--- src/hw/csrl_pkg.sv ---
package csrl_pkg;
  // ---------------------------------------------------------------
  // Card states and codes
  // ---------------------------------------------------------------
  typedef enum logic [3:0] {
    CSRL_IDLE, CSRL_READY, CSRL_IDENT, CSRL_STBY, CSRL_TRAN,
    CSRL_DATA, CSRL_RCV, CSRL_PRG, CSRL_DIS, CSRL_INA
  } csrl_state_t;

  // ---------------------------------------------------------------
  // Response kinds
  // ---------------------------------------------------------------
  typedef enum logic [2:0] {
    CSRL_RSP_NONE, CSRL_RSP_R1, CSRL_RSP_R1B, CSRL_RSP_R2_CID, CSRL_RSP_R2_CSD, CSRL_RSP_R3
  } csrl_rsp_t;

  localparam logic [3:0] CSRL_CODE_IDLE = 4'h0;
  localparam logic [3:0] CSRL_CODE_READY = 4'h1;
  localparam logic [3:0] CSRL_CODE_IDENT = 4'h2;
  localparam logic [3:0] CSRL_CODE_STBY = 4'h3;
  localparam logic [3:0] CSRL_CODE_TRAN = 4'h4;
  localparam logic [3:0] CSRL_CODE_DATA = 4'h5;
  localparam logic [3:0] CSRL_CODE_RCV = 4'h6;
  localparam logic [3:0] CSRL_CODE_PRG = 4'h7;
  localparam logic [3:0] CSRL_CODE_DIS = 4'h8;
  localparam logic [3:0] CSRL_CODE_INA = 4'hF;

  // ---------------------------------------------------------------
  // Frame layout
  // ---------------------------------------------------------------
  localparam int CSRL_SHORT_LEN = 48;
  localparam int CSRL_LONG_LEN = 136;
  localparam int CSRL_CNT_W = 8;
  localparam logic [31:0] CSRL_OCR_VALUE = 32'h80FF8000;
  localparam int CSRL_OCR_BUSY_BIT = 31;
  localparam logic [47:0] CSRL_R3_READY = 48'h3F80FF8000FF;
  localparam logic [47:0] CSRL_R3_BUSY = 48'h3F00FF8000FF;
  localparam logic [5:0] CSRL_R2_RSVD = 6'h3F;
  localparam logic [1:0] CSRL_START_TX = 2'h0;
  localparam logic END_BIT = 1'b1;

  // Status field positions
  localparam int CSRL_ST_STATE_LO = 9;
  localparam int CSRL_ST_STATE_HI = 12;
  localparam int CSRL_ST_ILLEGAL = 22;
  localparam int CSRL_ST_CRC_ERR = 23;
  localparam int CSRL_ST_LOCKED = 25;
  localparam int CSRL_ST_ECC_DIS = 14;
  // Clear-by-read positions (type C)
  localparam logic [31:0] CSRL_CLR_READ_MASK = 32'hFDFFA000 & ~32'h00C00000;
  // Previous-command positions (type B)
  localparam logic [31:0] CSRL_CLR_PREV_MASK = 32'h00C00000;
  // Command indices
  localparam logic [5:0] CSRL_CMD0 = 6'h00;
  localparam logic [5:0] CSRL_CMD1 = 6'h01;
  localparam logic [5:0] CSRL_CMD2 = 6'h02;
  localparam logic [5:0] CSRL_CMD3 = 6'h03;
  localparam logic [5:0] CSRL_CMD4 = 6'h04;
  localparam logic [5:0] CSRL_CMD7 = 6'h07;
  localparam logic [5:0] CSRL_CMD9 = 6'h09;
  localparam logic [5:0] CSRL_CMD10 = 6'h0A;
  localparam logic [5:0] CSRL_CMD11 = 6'h0B;
  localparam logic [5:0] CSRL_CMD12 = 6'h0C;
  localparam logic [5:0] CSRL_CMD13 = 6'h0D;
  localparam logic [5:0] CSRL_CMD15 = 6'h0F;
  localparam logic [5:0] CSRL_CMD16 = 6'h10;
  localparam logic [5:0] CSRL_CMD17 = 6'h11;
  localparam logic [5:0] CSRL_CMD18 = 6'h12;
  localparam logic [5:0] CSRL_CMD20 = 6'h14;
  localparam logic [5:0] CSRL_CMD23 = 6'h17;
  localparam logic [5:0] CSRL_CMD24 = 6'h18;
  localparam logic [5:0] CSRL_CMD25 = 6'h19;
  localparam logic [5:0] CSRL_CMD26 = 6'h1A;
  localparam logic [5:0] CSRL_CMD27 = 6'h1B;
  localparam logic [5:0] CSRL_CMD28 = 6'h1C;
  localparam logic [5:0] CSRL_CMD29 = 6'h1D;
  localparam logic [5:0] CSRL_CMD30 = 6'h1E;
  localparam logic [5:0] CSRL_CMD35 = 6'h23;
  localparam logic [5:0] CSRL_CMD36 = 6'h24;
  localparam logic [5:0] CSRL_CMD38 = 6'h26;
  localparam logic [5:0] CSRL_CMD42 = 6'h2A;
endpackage : csrl_pkg

--- src/hw/csrl_shifter.sv ---
`timescale 1ns/1ns
// Serialises a frame MSB first on bus clock falling edges
module csrl_shifter #(
  parameter int W = 136
) (
  input wire logic i_mclk,
  input wire logic i_arst_n,
  input wire logic i_fall,
  input wire logic i_load,
  input wire logic [W-1:0] i_frame,
  input wire logic [7:0] i_len,
  output logic o_bit,
  output logic o_oe,
  output logic o_busy
);
  if (W < 48 || W > 255) begin : g_bad_width
    $error("csrl_shifter width out of range");
  end

  logic [W-1:0] sh_reg;
  logic [7:0] cnt_reg;

  assign o_busy = (cnt_reg != 8'h00);

  always_ff @(posedge i_mclk or negedge i_arst_n) begin
    if (!i_arst_n) begin
      sh_reg <= '0;
      cnt_reg <= 8'h00;
      o_bit <= 1'b1;
      o_oe <= 1'b0;
    end else if (i_load) begin
      sh_reg <= i_frame;
      cnt_reg <= i_len;
    end else if (i_fall) begin
      if (cnt_reg != 8'h00) begin
        o_bit <= sh_reg[W-1];
        o_oe <= 1'b1;
        sh_reg <= {sh_reg[W-2:0], 1'b1};
        cnt_reg <= cnt_reg - 8'h01;
      end else begin
        o_oe <= 1'b0;
        o_bit <= 1'b1;
      end
    end
  end
endmodule : csrl_shifter

--- src/hw/csrl_card.sv ---
`timescale 1ns/1ns
// Overview of operation
// - Unlisted command: no state change, no response
// - CMD2 in ready: win goes ident, lose stays
// - Addressed CMD7: stby to tran, dis to prg
// - Other-address CMD7: tran/data to stby, prg to dis
// - Responses serial on command line, MSB first
// - R1 frame: 0,0,index,status,crc,1
// - R1b is R1 plus optional data busy
// - R2 frame: 0,0,reserved,register 127..1,1
// - CID for CMD2/CMD10, CSD for CMD9
// - R3 frame: 0,0,reserved,OCR,reserved,1
// - Fixed OCR value, busy bit 31 cleared while i_pwr_busy
// - R3 frame constants for ready and busy
// - Local status register copied into R1
// - Response-detected bits set in status; erring command is not answered
// - Execution bits set while command runs
// - Previous-command bits cleared two good commands later
// - State bits track; clear-by-read cleared after report
// - State code in status bits 12 to 9
module csrl_card
  import csrl_pkg::*;
(
  input wire logic i_mclk,
  input wire logic i_arst_n,
  input wire logic i_bus_clk,
  input wire logic i_cmd_valid,
  input wire logic [5:0] i_cmd_index,
  input wire logic i_cmd_crc_ok,
  input wire logic i_addr_match,
  input wire logic i_arb_win,
  input wire logic i_vcc_ok,
  input wire logic i_pwr_busy,
  input wire logic [127:0] i_cid,
  input wire logic [127:0] i_csd,
  input wire logic [6:0] i_crc7,
  input wire logic [31:0] i_exec_set,
  input wire logic i_locked,
  input wire logic i_ecc_dis,
  input wire logic i_prog_busy,
  input wire logic i_prog_done,
  output logic o_cmd_out,
  output logic o_cmd_oe,
  output logic o_dat0_out,
  output logic o_dat0_oe,
  output logic [3:0] o_state_code,
  output logic o_rsp_busy
);
  import csrl_pkg::*;

  // ---------------------------------------------------------------
  // Bus clock edge detect
  // ---------------------------------------------------------------
  logic clk_s1_reg;
  logic clk_s2_reg;
  logic clk_s3_reg;
  wire clk_fall = clk_s3_reg & ~clk_s2_reg;

  always_ff @(posedge i_mclk or negedge i_arst_n) begin
    if (!i_arst_n) begin
      clk_s1_reg <= 1'b0;
      clk_s2_reg <= 1'b0;
      clk_s3_reg <= 1'b0;
    end else begin
      clk_s1_reg <= i_bus_clk;
      clk_s2_reg <= clk_s1_reg;
      clk_s3_reg <= clk_s2_reg;
    end
  end

  // ---------------------------------------------------------------
  // Transition decode
  // ---------------------------------------------------------------
  csrl_state_t state_reg;
  csrl_state_t state_next;
  csrl_rsp_t rsp_kind;
  logic legal;

  wire is_rd = (i_cmd_index == CSRL_CMD11) || (i_cmd_index == CSRL_CMD17) ||
               (i_cmd_index == CSRL_CMD18) || (i_cmd_index == CSRL_CMD30);
  wire is_wr = (i_cmd_index == CSRL_CMD20) || (i_cmd_index == CSRL_CMD24) ||
               (i_cmd_index == CSRL_CMD25) || (i_cmd_index == CSRL_CMD26) ||
               (i_cmd_index == CSRL_CMD27) || (i_cmd_index == CSRL_CMD42);
  wire is_pg = (i_cmd_index == CSRL_CMD28) || (i_cmd_index == CSRL_CMD29) ||
               (i_cmd_index == CSRL_CMD38);
  wire is_tr = (i_cmd_index == CSRL_CMD16) || (i_cmd_index == CSRL_CMD23) ||
               (i_cmd_index == CSRL_CMD35) || (i_cmd_index == CSRL_CMD36);

  always_comb begin
    state_next = state_reg;
    rsp_kind = CSRL_RSP_NONE;
    legal = 1'b0;
    if (i_cmd_index == CSRL_CMD0) begin
      if (state_reg != CSRL_INA) begin
        state_next = CSRL_IDLE;
        legal = 1'b1;
      end
    end else if (i_cmd_index == CSRL_CMD15) begin
      if (state_reg >= CSRL_STBY && state_reg <= CSRL_DIS) begin
        state_next = CSRL_INA;
        legal = 1'b1;
      end
    end else if (i_cmd_index == CSRL_CMD13) begin
      if (state_reg >= CSRL_STBY && state_reg <= CSRL_DIS) begin
        legal = 1'b1;
        rsp_kind = CSRL_RSP_R1;
      end
    end else begin
      case (state_reg)
        CSRL_IDLE: begin
          if (i_cmd_index == CSRL_CMD1) begin
            legal = 1'b1;
            if (!i_vcc_ok) begin
              state_next = CSRL_INA;
            end else if (i_pwr_busy) begin
              state_next = CSRL_IDLE;
              rsp_kind = CSRL_RSP_R3;
            end else begin
              state_next = CSRL_READY;
              rsp_kind = CSRL_RSP_R3;
            end
          end
        end
        CSRL_READY: begin
          if (i_cmd_index == CSRL_CMD2) begin
            legal = 1'b1;
            rsp_kind = CSRL_RSP_R2_CID;
            state_next = i_arb_win ? CSRL_IDENT : CSRL_READY;
          end
        end
        CSRL_IDENT: begin
          if (i_cmd_index == CSRL_CMD3) begin
            legal = 1'b1;
            rsp_kind = CSRL_RSP_R1;
            state_next = CSRL_STBY;
          end
        end
        CSRL_STBY: begin
          if (i_cmd_index == CSRL_CMD4) begin
            legal = 1'b1;
          end else if (i_cmd_index == CSRL_CMD9) begin
            legal = 1'b1;
            rsp_kind = CSRL_RSP_R2_CSD;
          end else if (i_cmd_index == CSRL_CMD10) begin
            legal = 1'b1;
            rsp_kind = CSRL_RSP_R2_CID;
          end else if (i_cmd_index == CSRL_CMD7 && i_addr_match) begin
            legal = 1'b1;
            rsp_kind = CSRL_RSP_R1B;
            state_next = CSRL_TRAN;
          end
        end
        CSRL_TRAN: begin
          legal = 1'b1;
          rsp_kind = CSRL_RSP_R1;
          if (i_cmd_index == CSRL_CMD7 && !i_addr_match) begin
            state_next = CSRL_STBY;
            rsp_kind = CSRL_RSP_NONE;
          end else if (is_rd) begin
            state_next = CSRL_DATA;
          end else if (is_wr) begin
            state_next = CSRL_RCV;
          end else if (is_pg) begin
            state_next = CSRL_PRG;
            rsp_kind = CSRL_RSP_R1B;
          end else if (!is_tr) begin
            legal = 1'b0;
            rsp_kind = CSRL_RSP_NONE;
          end
        end
        CSRL_DATA: begin
          if (i_cmd_index == CSRL_CMD7 && !i_addr_match) begin
            legal = 1'b1;
            state_next = CSRL_STBY;
          end else if (i_cmd_index == CSRL_CMD12) begin
            legal = 1'b1;
            rsp_kind = CSRL_RSP_R1;
            state_next = CSRL_TRAN;
          end
        end
        CSRL_RCV: begin
          if (i_cmd_index == CSRL_CMD12) begin
            legal = 1'b1;
            rsp_kind = CSRL_RSP_R1B;
            state_next = CSRL_PRG;
          end
        end
        CSRL_PRG: begin
          if (i_cmd_index == CSRL_CMD7 && !i_addr_match) begin
            legal = 1'b1;
            state_next = CSRL_DIS;
          end else if (i_cmd_index == CSRL_CMD24 || i_cmd_index == CSRL_CMD25) begin
            legal = 1'b1;
            rsp_kind = CSRL_RSP_R1;
            state_next = CSRL_RCV;
          end
        end
        CSRL_DIS: begin
          if (i_cmd_index == CSRL_CMD7 && i_addr_match) begin
            legal = 1'b1;
            rsp_kind = CSRL_RSP_R1B;
            state_next = CSRL_PRG;
          end
        end
        default: begin
          legal = 1'b0;
        end
      endcase
    end
  end

  // ---------------------------------------------------------------
  // State code mapping
  // ---------------------------------------------------------------
  logic [3:0] code_now;
  always_comb begin
    case (state_reg)
      CSRL_IDLE: code_now = CSRL_CODE_IDLE;
      CSRL_READY: code_now = CSRL_CODE_READY;
      CSRL_IDENT: code_now = CSRL_CODE_IDENT;
      CSRL_STBY: code_now = CSRL_CODE_STBY;
      CSRL_TRAN: code_now = CSRL_CODE_TRAN;
      CSRL_DATA: code_now = CSRL_CODE_DATA;
      CSRL_RCV: code_now = CSRL_CODE_RCV;
      CSRL_PRG: code_now = CSRL_CODE_PRG;
      CSRL_DIS: code_now = CSRL_CODE_DIS;
      default: code_now = CSRL_CODE_INA;
    endcase
  end

  // ---------------------------------------------------------------
  // Status register
  // ---------------------------------------------------------------
  logic [31:0] status_reg;
  logic [31:0] pend_prev_reg;
  wire crc_bad = i_cmd_valid & ~i_cmd_crc_ok;
  wire cmd_good = i_cmd_valid & i_cmd_crc_ok;
  wire ill_cmd = cmd_good & ~legal & (state_reg != CSRL_INA);
  wire take = cmd_good & legal;
  wire sends_r1 = take & ((rsp_kind == CSRL_RSP_R1) || (rsp_kind == CSRL_RSP_R1B));
  wire [31:0] r_flags = (crc_bad ? (32'h1 << CSRL_ST_CRC_ERR) : 32'h0) |
                        (ill_cmd ? (32'h1 << CSRL_ST_ILLEGAL) : 32'h0);
  // Live view with current state and level bits
  wire [31:0] status_view = (status_reg & ~(32'hF << CSRL_ST_STATE_LO) &
                             ~(32'h1 << CSRL_ST_LOCKED) & ~(32'h1 << CSRL_ST_ECC_DIS)) |
                            ({28'h0, code_now} << CSRL_ST_STATE_LO) |
                            ({31'h0, i_locked} << CSRL_ST_LOCKED) |
                            ({31'h0, i_ecc_dis} << CSRL_ST_ECC_DIS);
  logic [31:0] status_next;
  always_comb begin
    status_next = status_reg | i_exec_set;
    if (cmd_good) begin
      status_next = status_next & ~pend_prev_reg;
    end
    if (sends_r1) begin
      status_next = status_next & ~(status_view & CSRL_CLR_READ_MASK) | i_exec_set;
    end
    status_next = status_next | r_flags;
  end

  always_ff @(posedge i_mclk or negedge i_arst_n) begin
    if (!i_arst_n) begin
      status_reg <= 32'h0;
      pend_prev_reg <= 32'h0;
      state_reg <= CSRL_IDLE;
      o_state_code <= CSRL_CODE_IDLE;
    end else begin
      status_reg <= status_next;
      if (cmd_good) begin
        pend_prev_reg <= status_reg & CSRL_CLR_PREV_MASK & ~r_flags;
      end
      if (take) begin
        state_reg <= state_next;
      end
      o_state_code <= code_now;
    end
  end

  // ---------------------------------------------------------------
  // Frame building
  // ---------------------------------------------------------------
  wire [31:0] ocr_word = CSRL_OCR_VALUE & ~({31'h0, i_pwr_busy} << CSRL_OCR_BUSY_BIT);
  wire [47:0] r1_frame = {CSRL_START_TX, i_cmd_index, status_view | r_flags,
                          i_crc7, END_BIT};
  wire [47:0] r3_frame = {CSRL_START_TX, CSRL_R2_RSVD, ocr_word, 7'h7F, END_BIT};
  wire [127:0] reg_sel = (rsp_kind == CSRL_RSP_R2_CSD) ? i_csd : i_cid;
  wire [135:0] r2_frame = {CSRL_START_TX, CSRL_R2_RSVD, reg_sel[127:1], END_BIT};
  wire is_long = (rsp_kind == CSRL_RSP_R2_CID) || (rsp_kind == CSRL_RSP_R2_CSD);
  wire [135:0] frame_sel = is_long ? r2_frame :
                           (rsp_kind == CSRL_RSP_R3) ? {r3_frame, 88'h0} : {r1_frame, 88'h0};
  wire [7:0] len_sel = is_long ? 8'(CSRL_LONG_LEN) : 8'(CSRL_SHORT_LEN);
  wire load = take & (rsp_kind != CSRL_RSP_NONE);
  logic shift_busy;

  csrl_shifter #(
    .W(CSRL_LONG_LEN)
  ) u_shifter (
    .i_mclk(i_mclk),
    .i_arst_n(i_arst_n),
    .i_fall(clk_fall),
    .i_load(load),
    .i_frame(frame_sel),
    .i_len(len_sel),
    .o_bit(o_cmd_out),
    .o_oe(o_cmd_oe),
    .o_busy(shift_busy)
  );

  // ---------------------------------------------------------------
  // Busy on data line after R1b
  // ---------------------------------------------------------------
  logic r1b_pend_reg;
  always_ff @(posedge i_mclk or negedge i_arst_n) begin
    if (!i_arst_n) begin
      r1b_pend_reg <= 1'b0;
      o_dat0_out <= 1'b1;
      o_dat0_oe <= 1'b0;
      o_rsp_busy <= 1'b0;
    end else begin
      o_rsp_busy <= shift_busy | load;
      if (load && rsp_kind == CSRL_RSP_R1B) begin
        r1b_pend_reg <= i_prog_busy;
      end else if (i_prog_done) begin
        r1b_pend_reg <= 1'b0;
      end
      if (clk_fall) begin
        o_dat0_oe <= r1b_pend_reg & ~shift_busy;
        o_dat0_out <= 1'b0;
      end
    end
  end

  a_ignore_no_rsp: assert property (@(posedge i_mclk) disable iff (!i_arst_n)
    (cmd_good && !legal) |=> (state_reg == $past(state_reg)) && !o_rsp_busy)
    else $error("ignored command changed state or answered");
  a_cmd2_win: assert property (@(posedge i_mclk) disable iff (!i_arst_n)
    (cmd_good && state_reg == CSRL_READY && i_cmd_index == CSRL_CMD2 && i_arb_win)
    |=> state_reg == CSRL_IDENT)
    else $error("CMD2 win did not reach ident");
  a_select_tran: assert property (@(posedge i_mclk) disable iff (!i_arst_n)
    (cmd_good && state_reg == CSRL_STBY && i_cmd_index == CSRL_CMD7 && i_addr_match)
    |=> state_reg == CSRL_TRAN)
    else $error("select did not reach tran");
  a_deselect_dis: assert property (@(posedge i_mclk) disable iff (!i_arst_n)
    (cmd_good && state_reg == CSRL_PRG && i_cmd_index == CSRL_CMD7 && !i_addr_match)
    |=> state_reg == CSRL_DIS)
    else $error("deselect in prg did not reach dis");
  a_r3_ready_val: assert property (@(posedge i_mclk) disable iff (!i_arst_n)
    !i_pwr_busy |-> r3_frame == CSRL_R3_READY)
    else $error("R3 ready frame wrong");
  a_state_code: assert property (@(posedge i_mclk) disable iff (!i_arst_n)
    ##1 o_state_code == $past(code_now))
    else $error("state code lags");
  a_cmd0_idle: assert property (@(posedge i_mclk) disable iff (!i_arst_n)
    (cmd_good && i_cmd_index == CSRL_CMD0 && state_reg != CSRL_INA)
    |=> state_reg == CSRL_IDLE)
    else $error("CMD0 did not reach idle");
  a_crc_flag: assert property (@(posedge i_mclk) disable iff (!i_arst_n)
    crc_bad |=> status_reg[CSRL_ST_CRC_ERR])
    else $error("CRC error flag not set");
  a_rsp_len: assert property (@(posedge i_mclk) disable iff (!i_arst_n)
    (load && !is_long) |=> o_rsp_busy [*3])
    else $error("response start lost");
endmodule : csrl_card

--- config.mk ---
export PLATFORM = sky130hd
export DESIGN_NAME = csrl_card
export DESIGN_NICKNAME = d
export VERILOG_FILES = /design/src/hw/csrl_pkg.sv /design/src/hw/csrl_shifter.sv /design/src/hw/csrl_card.sv
export SDC_FILE = /design/constraint.sdc
export NUM_CORES = 1
export LEC_CHECK = 0
export BUFFER_PORTS_ARGS = -buffer_cell sky130_fd_sc_hd__buf_2
export CAP_MARGIN = 20
export CORE_MARGIN = 5
export CORE_UTILIZATION = 30
export DETAILED_ROUTE_END_ITERATION = 8
export PLACE_DENSITY = 0.48
export SYNTH_ARGS = -nofsm -noshare
export SYNTH_HDL_FRONTEND = slang
export SYNTH_HIERARCHICAL = 1
export SYNTH_SLANG_ARGS = --single-unit
--- constraint.sdc ---
create_clock -name i_mclk -period 4.2 [get_ports i_mclk]
set_clock_uncertainty 0.2 [all_clocks]
set_input_delay 0.84 -clock i_mclk [delete_from_list [all_inputs] [get_ports i_mclk]]
set_output_delay 0.84 -clock i_mclk [all_outputs]
set_load 0.03 [all_outputs]
Word level (Yosys, flattened, before mapping). Memories as Yosys holds them, arrays and structs flattened. Index checks and enable logic that the tools add are counted. W data, S select, Z words.

Bitwise operators: 30. Order comparisons: 2. Reductions and logical operators: 32. Multiplexer cells: 89. Equality and inequality tests: 56. Add/sub/neg operators: 1.

Operators with widths (number): $mux W136 (3); $mux W134 (2); $mux W128 (1); $not A32 Y32 (3); $mux W4 (23); $eq A6 B5 Y1 const B (12); $and A32 B32 Y32 (2); $mux W32 (2); $or A32 B24 Y32 (2); $or A32 B32 Y32 (2); $ne A4 B4 Y1 const B (10); $eq A6 B4 Y1 const B (6); $pmux W4 S9 (1); $mux W1 (33); $and A24 B32 Y32 (1); $mux W8 (4); $not A24 Y32 (1); $or A32 B13 Y32 (1); $or A32 B15 Y32 (1); $or A32 B26 Y32 (1); $pmux W3 S9 (1); $eq A6 B6 Y1 const B (4); $mux W24 (1); $or A24 B23 Y24 (1); other kinds (36) (92).

Bits in registers: 225. Bits in read-only memories: 64. Output and inout bits: 9. Logic and storage cells: 226. Input bits: 314. Memories: 1.

Memory list: (name not given) (depth 16, width 4, read ports 1, clocked after Yosys merged registers in 0, write ports 0, line csrl_card.sv:217) `case (state_reg)`.

Depth between registers and ports, before layout. Gate-level depths: netlist of run 1.

Word-level depth: 22. Gate-level depth with buffers: 15. Gate-level depth less buffers: 9.

By module. Netlist of run 1, hierarchy kept.

Modules (own cells, without submodules): csrl_shifter (times used 1, cells an instance 533, area an instance 6528.8 sq um); csrl_card (times used 1, cells an instance 554, area an instance 4325.4 sq um).

Least setup slack after synthesis of run 1. No wires, ideal clock.

Path type: in2reg. From: input port i_cmd_index[1]. To: register u_shifter.sh_reg[1]. Library setup time: 0.131 ns. Cell stages on the path: 14. Arrival: 3.728 ns. Required time: 3.869 ns. Path slack: 0.141 ns. Path through: buf_2 -> clkbuf_1 -> or4b_2 -> o31ai_1 -> nand2_1 -> and3_1 -> a31oi_1 -> o21a_1 -> clkbuf_1 -> clkbuf_1 -> clkbuf_1 -> nor3b_1 -> a21oi_1 -> nand3_1.

Longest elaborated chain between the ends: 17. Elaborated cells between the ends (all ways): 97. Those cells by class: eq/ne: 29; mux: 44; bitwise: 2; reduce/logical: 22.

Ends and longest elaborated chain: from (decl) (line csrl_card.sv:28) `input wire logic [5:0] i_cmd_index,`; $eq A6 B5 Y1, on equally long branches (line csrl_card.sv:86, csrl_card.sv:81, csrl_card.sv:192); $logic_or A1 B1 Y1, on equally long branches (2 in series) (line csrl_card.sv:86, csrl_card.sv:81); $logic_or A1 B1 Y1, on equally long branches (line csrl_card.sv:87, csrl_card.sv:82); $mux W1 or $logic_or A1 B1 Y1 (tied branches) (line csrl_card.sv:166, csrl_card.sv:82); $mux W2, or another cell as far along (line csrl_card.sv:163) `end else if (is_pg) begin`; $mux W2 or $mux W1 (tied branches) (line csrl_card.sv:161) `end else if (is_wr) begin`; $mux W2 or $mux W1 (tied branches) (line csrl_card.sv:159) `end else if (is_rd) begin`; $mux W2 or $mux W1 (tied branches) (line csrl_card.sv:156) `if (i_cmd_index == CSRL_CMD7 && !i_addr_match) begin`; $pmux W3 S9 or $pmux W1 S9 (tied branches) (line csrl_card.sv:109) `case (state_reg)`; $mux W3 or $mux W1 (tied branches) (line csrl_card.sv:103) `end else if (i_cmd_index == CSRL_CMD13) begin`; $mux W3 or $mux W1 (tied branches) (line csrl_card.sv:98) `end else if (i_cmd_index == CSRL_CMD15) begin`; $mux W3 or $mux W1 (tied branches) (line csrl_card.sv:93) `if (i_cmd_index == CSRL_CMD0) begin`; $reduce_bool A3 Y1 or $and A1 B1 Y1 (tied branches) (line csrl_card.sv:292, csrl_card.sv:239); $and A1 B1 Y1 * (line csrl_card.sv:292) `wire load = take & (rsp_kind != CSRL_RSP_NONE);`; named net load (line csrl_card.sv:292); $reduce_bool A2 Y1 (no line); $reduce_and A2 Y1 (no line); to (signal assigned) (line csrl_shifter.sv:32) `sh_reg <= i_frame;`; to (signal assigned) (line csrl_shifter.sv:38) `sh_reg <= {sh_reg[W-2:0], 1'b1};`; to (decl) (line csrl_shifter.sv:20) `logic [W-1:0] sh_reg;`.

Mark *: on every way through the listed nets, which the timed path passes. The rest lies on a longest branch. A chain may end at the register's enable or synchronous reset.

Worst setup path after layout of run 1.
From: register state_reg[3]. To: register u_shifter.sh_reg[36].

Longest elaborated chain between the ends: 10. Elaborated cells between the ends (all ways): 36. Those cells by class: order compare: 2; eq/ne: 11; mux: 14; bitwise: 2; reduce/logical: 7.

Ends and longest elaborated chain: from (decl) (line csrl_card.sv:74) `csrl_state_t state_reg;`; from (signal assigned) (line csrl_card.sv:273) `state_reg <= state_next;`; $ge A4 B2 Y1 or $le A4 B4 Y1 (tied branches) (line csrl_card.sv:99, csrl_card.sv:104); $logic_and A1 B1 Y1 (line csrl_card.sv:99, csrl_card.sv:104); $mux W1 (line csrl_card.sv:99, csrl_card.sv:104); $mux W3 or $mux W1 (tied branches) (line csrl_card.sv:103); $mux W3 or $mux W1 (tied branches) (line csrl_card.sv:98); $mux W3 or $mux W1 (tied branches) (line csrl_card.sv:93); $reduce_bool A3 Y1 or $and A1 B1 Y1 (tied branches) (line csrl_card.sv:292, csrl_card.sv:239); $and A1 B1 Y1 * (line csrl_card.sv:292); named net load (line csrl_card.sv:292); $reduce_bool A2 Y1 (no line); $reduce_and A2 Y1 (no line).

Marked as above.

==> impl_metrics.ini, run 1 <==
[outcome]
outcome = finished, final reports clean

[grt]
antenna_found_initial = 2
groute.usage.overall_pct = 17.61
grt_max_degree = 139
global_route_wire_length_before_repair_um = 57810
grt.overflow.total = 0
grt_pass1_vias = 10393

[layout]
layout_common_cells = sky130_fd_sc_hd__buf_2, sky130_fd_sc_hd__dfrtp_1, sky130_fd_sc_hd__and2_1
final_util_pct = 38.87
fin_area_um2 = 13860
number_of_flip_flops_in_the_largest_register = 136
design.final.nets = 1699
syn_to_final_growth_pct = 27.68
commonest_non_fill_non_tap_cell_in_the_layout = sky130_fd_sc_hd__buf_2
layout-drive-gt1-share_pct = 32.33

[detailed_routing]
detail-route-antenna-nets = 0
route.detailed.vias_per_inst = 5.431
routed_wl_um = 36260
wl_per_cell_um = 19.52
drt_first_pass_iters = 7
drc = 0
drt_iter0_drc = 838
vias = 10086

[worst_setup_path]
max_stage_delay_ns = 0.70
cp_num_buf_inv = 2
critical_path_class = reg2reg
worstPathMaxFanout = 16
timing.critical_path.required_ns = 4.38
worst-endpoint-arrival_ns = 4.04
cp_top_family = simple AND/OR/NAND/NOR gates
crit_path_end_kind = flip-flop
cp_startpoint_kind = flip-flop
cpMaxStageDelayCell = sky130_fd_sc_hd__or4b_2
worst_path_cell_trace = or4b_2 > o21ai_0 > a22o_1 > nor4b_1 > nand2_1 > o21a_4 > or4b_2 > o22ai_4 > buf_4 > buf_4 > a221o_1

[floorplanning]
initial_core_utilization_pct = 30.44
std_cell_rows = 69
die_w_um = 200.2
top_level_ports = 323
die-height_um = 200.2
design.core.area_um2 = 35660
fp.dieArea_um2 = 40080

[cts]
clock_latency_late_sink_ns = 0.44
cts.repair.resized = 0
clock-root-buffer = sky130_fd_sc_hd__clkbuf_16
longest_clk_path_bufs = 2
cts.sink_count = 189
cts_setup_buffers = 0
tritoncts.num_buffers = 17
clock_transition_time_at_the_flip_flop_clock_pins_of_the_worst_setup_and_hold_paths_ns = 0.08
cts-htree-levels = 4
cts_hold_repair.buffers = 0
clock_tree_from_tritoncts = done

[synth]
ys_async_sr_fraction_pct = 100.0
yosys_warnings = 6
number_of_flops_mapped_to_enable_cells_by_yosys = 0
yosys_register_bits = 189
ys_dominant_reg_cell = sky130_fd_sc_hd__dfrtp_1
synth-seq-area-share_pct = 43.60
synth_area_per_cell_um2 = 9.985
synth_cells = 1087
synth.cell_area_um2 = 10850
ys_types = 79

[sta]
rsz_0062_raised_after_global_routing = false
slew-limit-headroom_pct = 46.32
fmax_mhz = 259.4
hold_violations = 0
setup_violations = 0
setup_tns_ns = 0
period_minus_slack_ns = 3.855
final.period_utilization_pct = 91.79
worst_slew_pin_slew_ns = 0.7943
slew_viol_final = 0

[flow_run]
cap_viol_max_count = 0

[power]
total_leakage_power_uw = 0.006425
max-vdd-ir-drop_v = 0.0002913
p_per_area_nw_per_um2 = 291.7

[place]
placement.io_buffers = 314
dp_wirelength_um = 25650
placement.cell_area_um2 = 13290
gp_routability_congestion = 0.8884

[hold_path]
hold_class = in2async
==> kinds of logic (layout without fill, tap and decap cells) <==
| group | count (synthesis) | count (layout) | synth area share, % |
|---|---|---|---|
| other | 1 | 7 | 0.03455 |
| AOI/OAI and AO/OA | 387 | 387 | 30.88 |
| xor gates and xnor gates | 1 | 1 | 0.08071 |
| buffers and inverters | 144 | 447 | 5.510 |
| and+or+nand+nor | 357 | 357 | 19.07 |
| muxes | 5 | 5 | 0.5072 |
| adders and majority gates | 3 | 3 | 0.3227 |
| DFF | 189 | 189 | 43.60 |
==> cell type report <==
| type | instances | area, um^2 |
|---|---|---|
| antenna | 1 | 2.502 |
| timing repair buffer | 381 | 2271 |
| fill | 3687 | 21800 |
| tap | 461 | 576.8 |
| multi-input combinational | 759 | 5579 |
| inverter | 35 | 131.4 |
| clock inverter | 11 | 108.9 |
| sequential | 189 | 4732 |
| clock buffer | 20 | 456.7 |
==> routing by layer <==
metal  vias to the layer above  wire (um)  GRT usage, %
li1                       4780          -             -
met4                         0        739         4.598
met1                      5003      16600         23.92
met5                         -          0             0
met3                        38       1658         3.638
met2                       265      17260         28.85
==> metrics by stage <==
stage / std cells / total power [uW] / worst slack, ns / hold slack (ns)
after floorplan: 1092 / 2179 / 0.1409 / 0.1312
after global placement: 1825 / 2453 / -0.01484 / 0.1337
after detailed placement: 1825 / 2462 / -0.03381 / 0.1364
after CTS: 1856 / 4102 / 0.3615 / 0.1158
after global routing: 1857 / 4234 / 0.09035 / 0.1246
final: 1857 / 4042 / 0.3448 / 0.1220
==> worst reg2reg max path, stage by stage, from the launching register on <==
cell	delay (ns)
sky130_fd_sc_hd__dfrtp_1	0.57
sky130_fd_sc_hd__or4b_2	0.35
sky130_fd_sc_hd__o21ai_0	0.18
sky130_fd_sc_hd__a22o_1	0.24
sky130_fd_sc_hd__nor4b_1	0.39
sky130_fd_sc_hd__nand2_1	0.12
sky130_fd_sc_hd__o21a_4	0.27
sky130_fd_sc_hd__or4b_2	0.71
sky130_fd_sc_hd__o22ai_4	0.17
sky130_fd_sc_hd__buf_4	0.23
sky130_fd_sc_hd__buf_4	0.21
sky130_fd_sc_hd__a221o_1	0.16
==> synthesized netlist by cell type, types with 8 or more instances <==
master / count / area [um^2]
sky130_fd_sc_hd__o31ai_1: 17 / 127.6
sky130_fd_sc_hd__a31oi_1: 8 / 50.05
sky130_fd_sc_hd__buf_2: 22 / 110.1
sky130_fd_sc_hd__nor3_1: 25 / 125.1
sky130_fd_sc_hd__a22o_1: 88 / 770.7
sky130_fd_sc_hd__inv_1: 35 / 131.4
sky130_fd_sc_hd__and2_1: 139 / 869.6
sky130_fd_sc_hd__dfrtp_1: 187 / 4679
sky130_fd_sc_hd__a21o_1: 20 / 150.1
sky130_fd_sc_hd__a221o_1: 138 / 1381
sky130_fd_sc_hd__a222oi_1: 18 / 180.2
sky130_fd_sc_hd__or2_2: 13 / 81.33
sky130_fd_sc_hd__a21oi_1: 24 / 120.1
sky130_fd_sc_hd__nand3_1: 14 / 70.07
sky130_fd_sc_hd__o21ai_0: 18 / 90.09
sky130_fd_sc_hd__nand2_1: 49 / 183.9
sky130_fd_sc_hd__clkbuf_1: 75 / 281.5
sky130_fd_sc_hd__or4_1: 9 / 67.56
sky130_fd_sc_hd__nand2b_1: 16 / 100.1
sky130_fd_sc_hd__nor2_1: 41 / 153.9
==> power breakdown <==
| group | internal [uW] | total (uW) | switching [uW] |
|---|---|---|---|
| clock | 854 | 1620 | 761 |
| combinational | 239 | 471 | 232 |
| sequential | 1890 | 1960 | 66.1 |
==> worst paths after layout <==
| kind | from | cells after the start | slack (ns) | end |
|---|---|---|---|---|
| worst min-delay path | i_arst_n | 1 | 0.12 | o_state_code[3] |
| min in group i_mclk | clk_s1_reg | 0 | 0.15 | clk_s2_reg |
| worst max register to register | state_reg[3] | 11 | 0.34 | u_shifter/sh_reg[36] |
| max in group asynchronous | i_arst_n | 2 | 2.75 | u_shifter/sh_reg[107] |
| worst min register to register | clk_s1_reg | 0 | 0.15 | clk_s2_reg |
| worst max-delay path | state_reg[3] | 11 | 0.34 | u_shifter/sh_reg[36] |
Note: power is estimated with default switching activity, not from simulation.
==> run 2: changes to the inputs <==
--- a/config.mk
+++ b/config.mk
@@ -7,6 +7,7 @@
 export LEC_CHECK = 0
 export BUFFER_PORTS_ARGS = -buffer_cell sky130_fd_sc_hd__buf_2
 export CAP_MARGIN = 20
+export CORE_ASPECT_RATIO = 0.75
 export CORE_MARGIN = 5
 export CORE_UTILIZATION = 30
 export DETAILED_ROUTE_END_ITERATION = 8
==> run 2 against run 1 <==
Worst setup slack better by 0.063 ns. Total power up 2.1%. Sequential share of layout area decreased by 0.24 points. Cell area is 0.72% higher. Largest cell class unchanged.
==> impl_metrics.ini, run 2 (same netlist as run 1, synthesis figures left out) <==
[layout]
commonest_non_fill_non_tap_cell_in_the_layout = sky130_fd_sc_hd__buf_2
number_of_flip_flops_in_the_largest_register = 136
final_cells = 1867
syn_to_final_growth_pct = 28.60
layout_common_cells = sky130_fd_sc_hd__buf_2, sky130_fd_sc_hd__dfrtp_1, sky130_fd_sc_hd__and2_1
layout-drive-gt1-share_pct = 32.71
num-fill-cells = 3592
design.final.nets = 1703

[detailed_routing]
routed_wl_um = 35050
vias = 10030
wl_per_cell_um = 18.78
route.detailed.vias_per_inst = 5.372
drc = 0
detail-route-antenna-nets = 0
drt_iter0_drc = 855
drt_first_pass_iters = 6

[floorplanning]
die-height_um = 174.7
top_level_ports = 323
fp.dieArea_um2 = 40120
design.core.area_um2 = 35810
initial_core_utilization_pct = 30.31
std_cell_rows = 60
die_w_um = 229.6

[worst_setup_path]
crit_path_end_kind = flip-flop
worst-endpoint-arrival_ns = 3.97
worst_r2r_startpoint = state_reg[1]
r2r_slack_ns = 0.41
critical_path_class = reg2reg
worstReg2RegEnd = u_shifter/sh_reg[86]
timing.critical_path.required_ns = 4.38
worstPathMaxFanout = 57
cp_startpoint_kind = flip-flop
rr_worst_depth = 11

[hold_path]
hold_class = in2async

[sta]
setup_tns_ns = 0
hold_violations = 0
finalWorstSetupSlack_ns = 0.4074
rsz_0062_raised_after_global_routing = false
fmax_mhz = 263.7
slew-limit-headroom_pct = 44.08
period_minus_slack_ns = 3.793
worst_slew_pin_slew_ns = 0.8378
hold-worst-slack_ns = 0.1119
slew_viol_final = 0
setup_violations = 0
final.period_utilization_pct = 90.30

[grt]
global_route_wire_length_before_repair_um = 55520
grt_max_degree = 139
grt.overflow.total = 0
grt_pass1_vias = 10016
groute.usage.overall_pct = 16.93
antenna_found_initial = 2

[place]
placement.io_buffers = 314
dp_wirelength_um = 24880
placed_cells_incl_taps = 1833
gp_routability_congestion = 0.8504
place_ws_ns = 0.007853

[cts]
clock-root-buffer = sky130_fd_sc_hd__clkbuf_16
clock_tree_from_tritoncts = done
longest_clk_path_bufs = 2
clock_latency_late_sink_ns = 0.45
tritoncts.num_buffers = 17
cts-htree-levels = 4
cts.sink_count = 189
cts_hold_repair.buffers = 0
cts.repair.resized = 0
clock_transition_time_at_the_flip_flop_clock_pins_of_the_worst_setup_and_hold_paths_ns = 0.08
cts_setup_buffers = 0

[flow_run]
cap_viol_max_count = 0

[power]
max-vdd-ir-drop_v = 0.0001768
p_per_area_nw_per_um2 = 295.6
total_leakage_power_uw = 0.006482

[outcome]
outcome = finished, final reports clean
==> run 2: cell count changes in the layout (fill, tap and decap cells not counted), sizes merged <==
cell      change
clkinvlp      -2
buf           +4
bufinv        +1
clkbuf        -3
diode         +1
inv           +5
==> run 2: area by class of cell <==
type                       instances  area, um^2  share of cell area [%]
tap                              465       581.8                   4.168
clock inverter                    15       175.2                   1.255
multi-input combinational        759        5582                   39.99
clock buffer                      17       425.4                   3.048
antenna                            2       5.005                 0.03586
sequential                       189        4732                   33.90
inverter                          35       131.4                  0.9412
timing repair buffer             385        2326                   16.66
==> run 2: worst max-delay path by stage <==
stage               depth (start not counted)           start                    end
finish                                     11    state_reg[1]   u_shifter/sh_reg[86]
global route                               11    state_reg[3]   u_shifter/sh_reg[85]
CTS                                        10    state_reg[3]   u_shifter/sh_reg[86]
floorplan                                  14  i_cmd_index[1]    u_shifter/sh_reg[1]
detailed placement                         10  i_cmd_index[3]   u_shifter/sh_reg[86]
global placement                           10  i_cmd_index[3]  u_shifter/sh_reg[100]
==> run 2: report_power, final <==
group | switching [uW] | leakage (uW) | internal [uW]
sequential | 65.9 | 0.00241 | 1890
combinational | 228 | 0.00378 | 243
clock | 799 | 0.000296 | 901
total | 1090 | 0.00648 | 3030
==> run 2: metrics by stage <==
step / utilization (%) / power (uW) / instance area [um^2]
after floorplan: - / 2179 / 10870
after global placement: 37.29 / 2459 / 13350
after detailed placement: 37.29 / 2465 / 13350
after CTS: 38.97 / 4197 / 13950
after global routing: 38.97 / 4337 / 13950
final: 38.98 / 4127 / 13960
==> run 2: critical path, stage by stage (launching register included) <==
cell and delay [ns]:
sky130_fd_sc_hd__dfrtp_1 0.52, sky130_fd_sc_hd__buf_4 0.25, sky130_fd_sc_hd__nand2b_1 0.17, sky130_fd_sc_hd__nor3_1 0.07, sky130_fd_sc_hd__o21ai_0 0.24, sky130_fd_sc_hd__nor4b_1 0.42
sky130_fd_sc_hd__nand2_1 0.13, sky130_fd_sc_hd__o21a_4 0.26, sky130_fd_sc_hd__or4b_2 0.73, sky130_fd_sc_hd__o22ai_4 0.21, sky130_fd_sc_hd__buf_12 0.29, sky130_fd_sc_hd__a221o_1 0.22
==> run 2: per-layer routing <==
metal / up-vias / wire length (um) / global-route usage [%] / part of all wire (%)
met2: 267 / 15240 / 25.23 / 43
met3: 27 / 1720 / 3.509 / 4.9
met5: - / 9 / 0 / 0.026
met4: 2 / 333 / 3.406 / 0.95
li1: 4806 / - / - / -
met1: 4928 / 17760 / 25.42 / 51
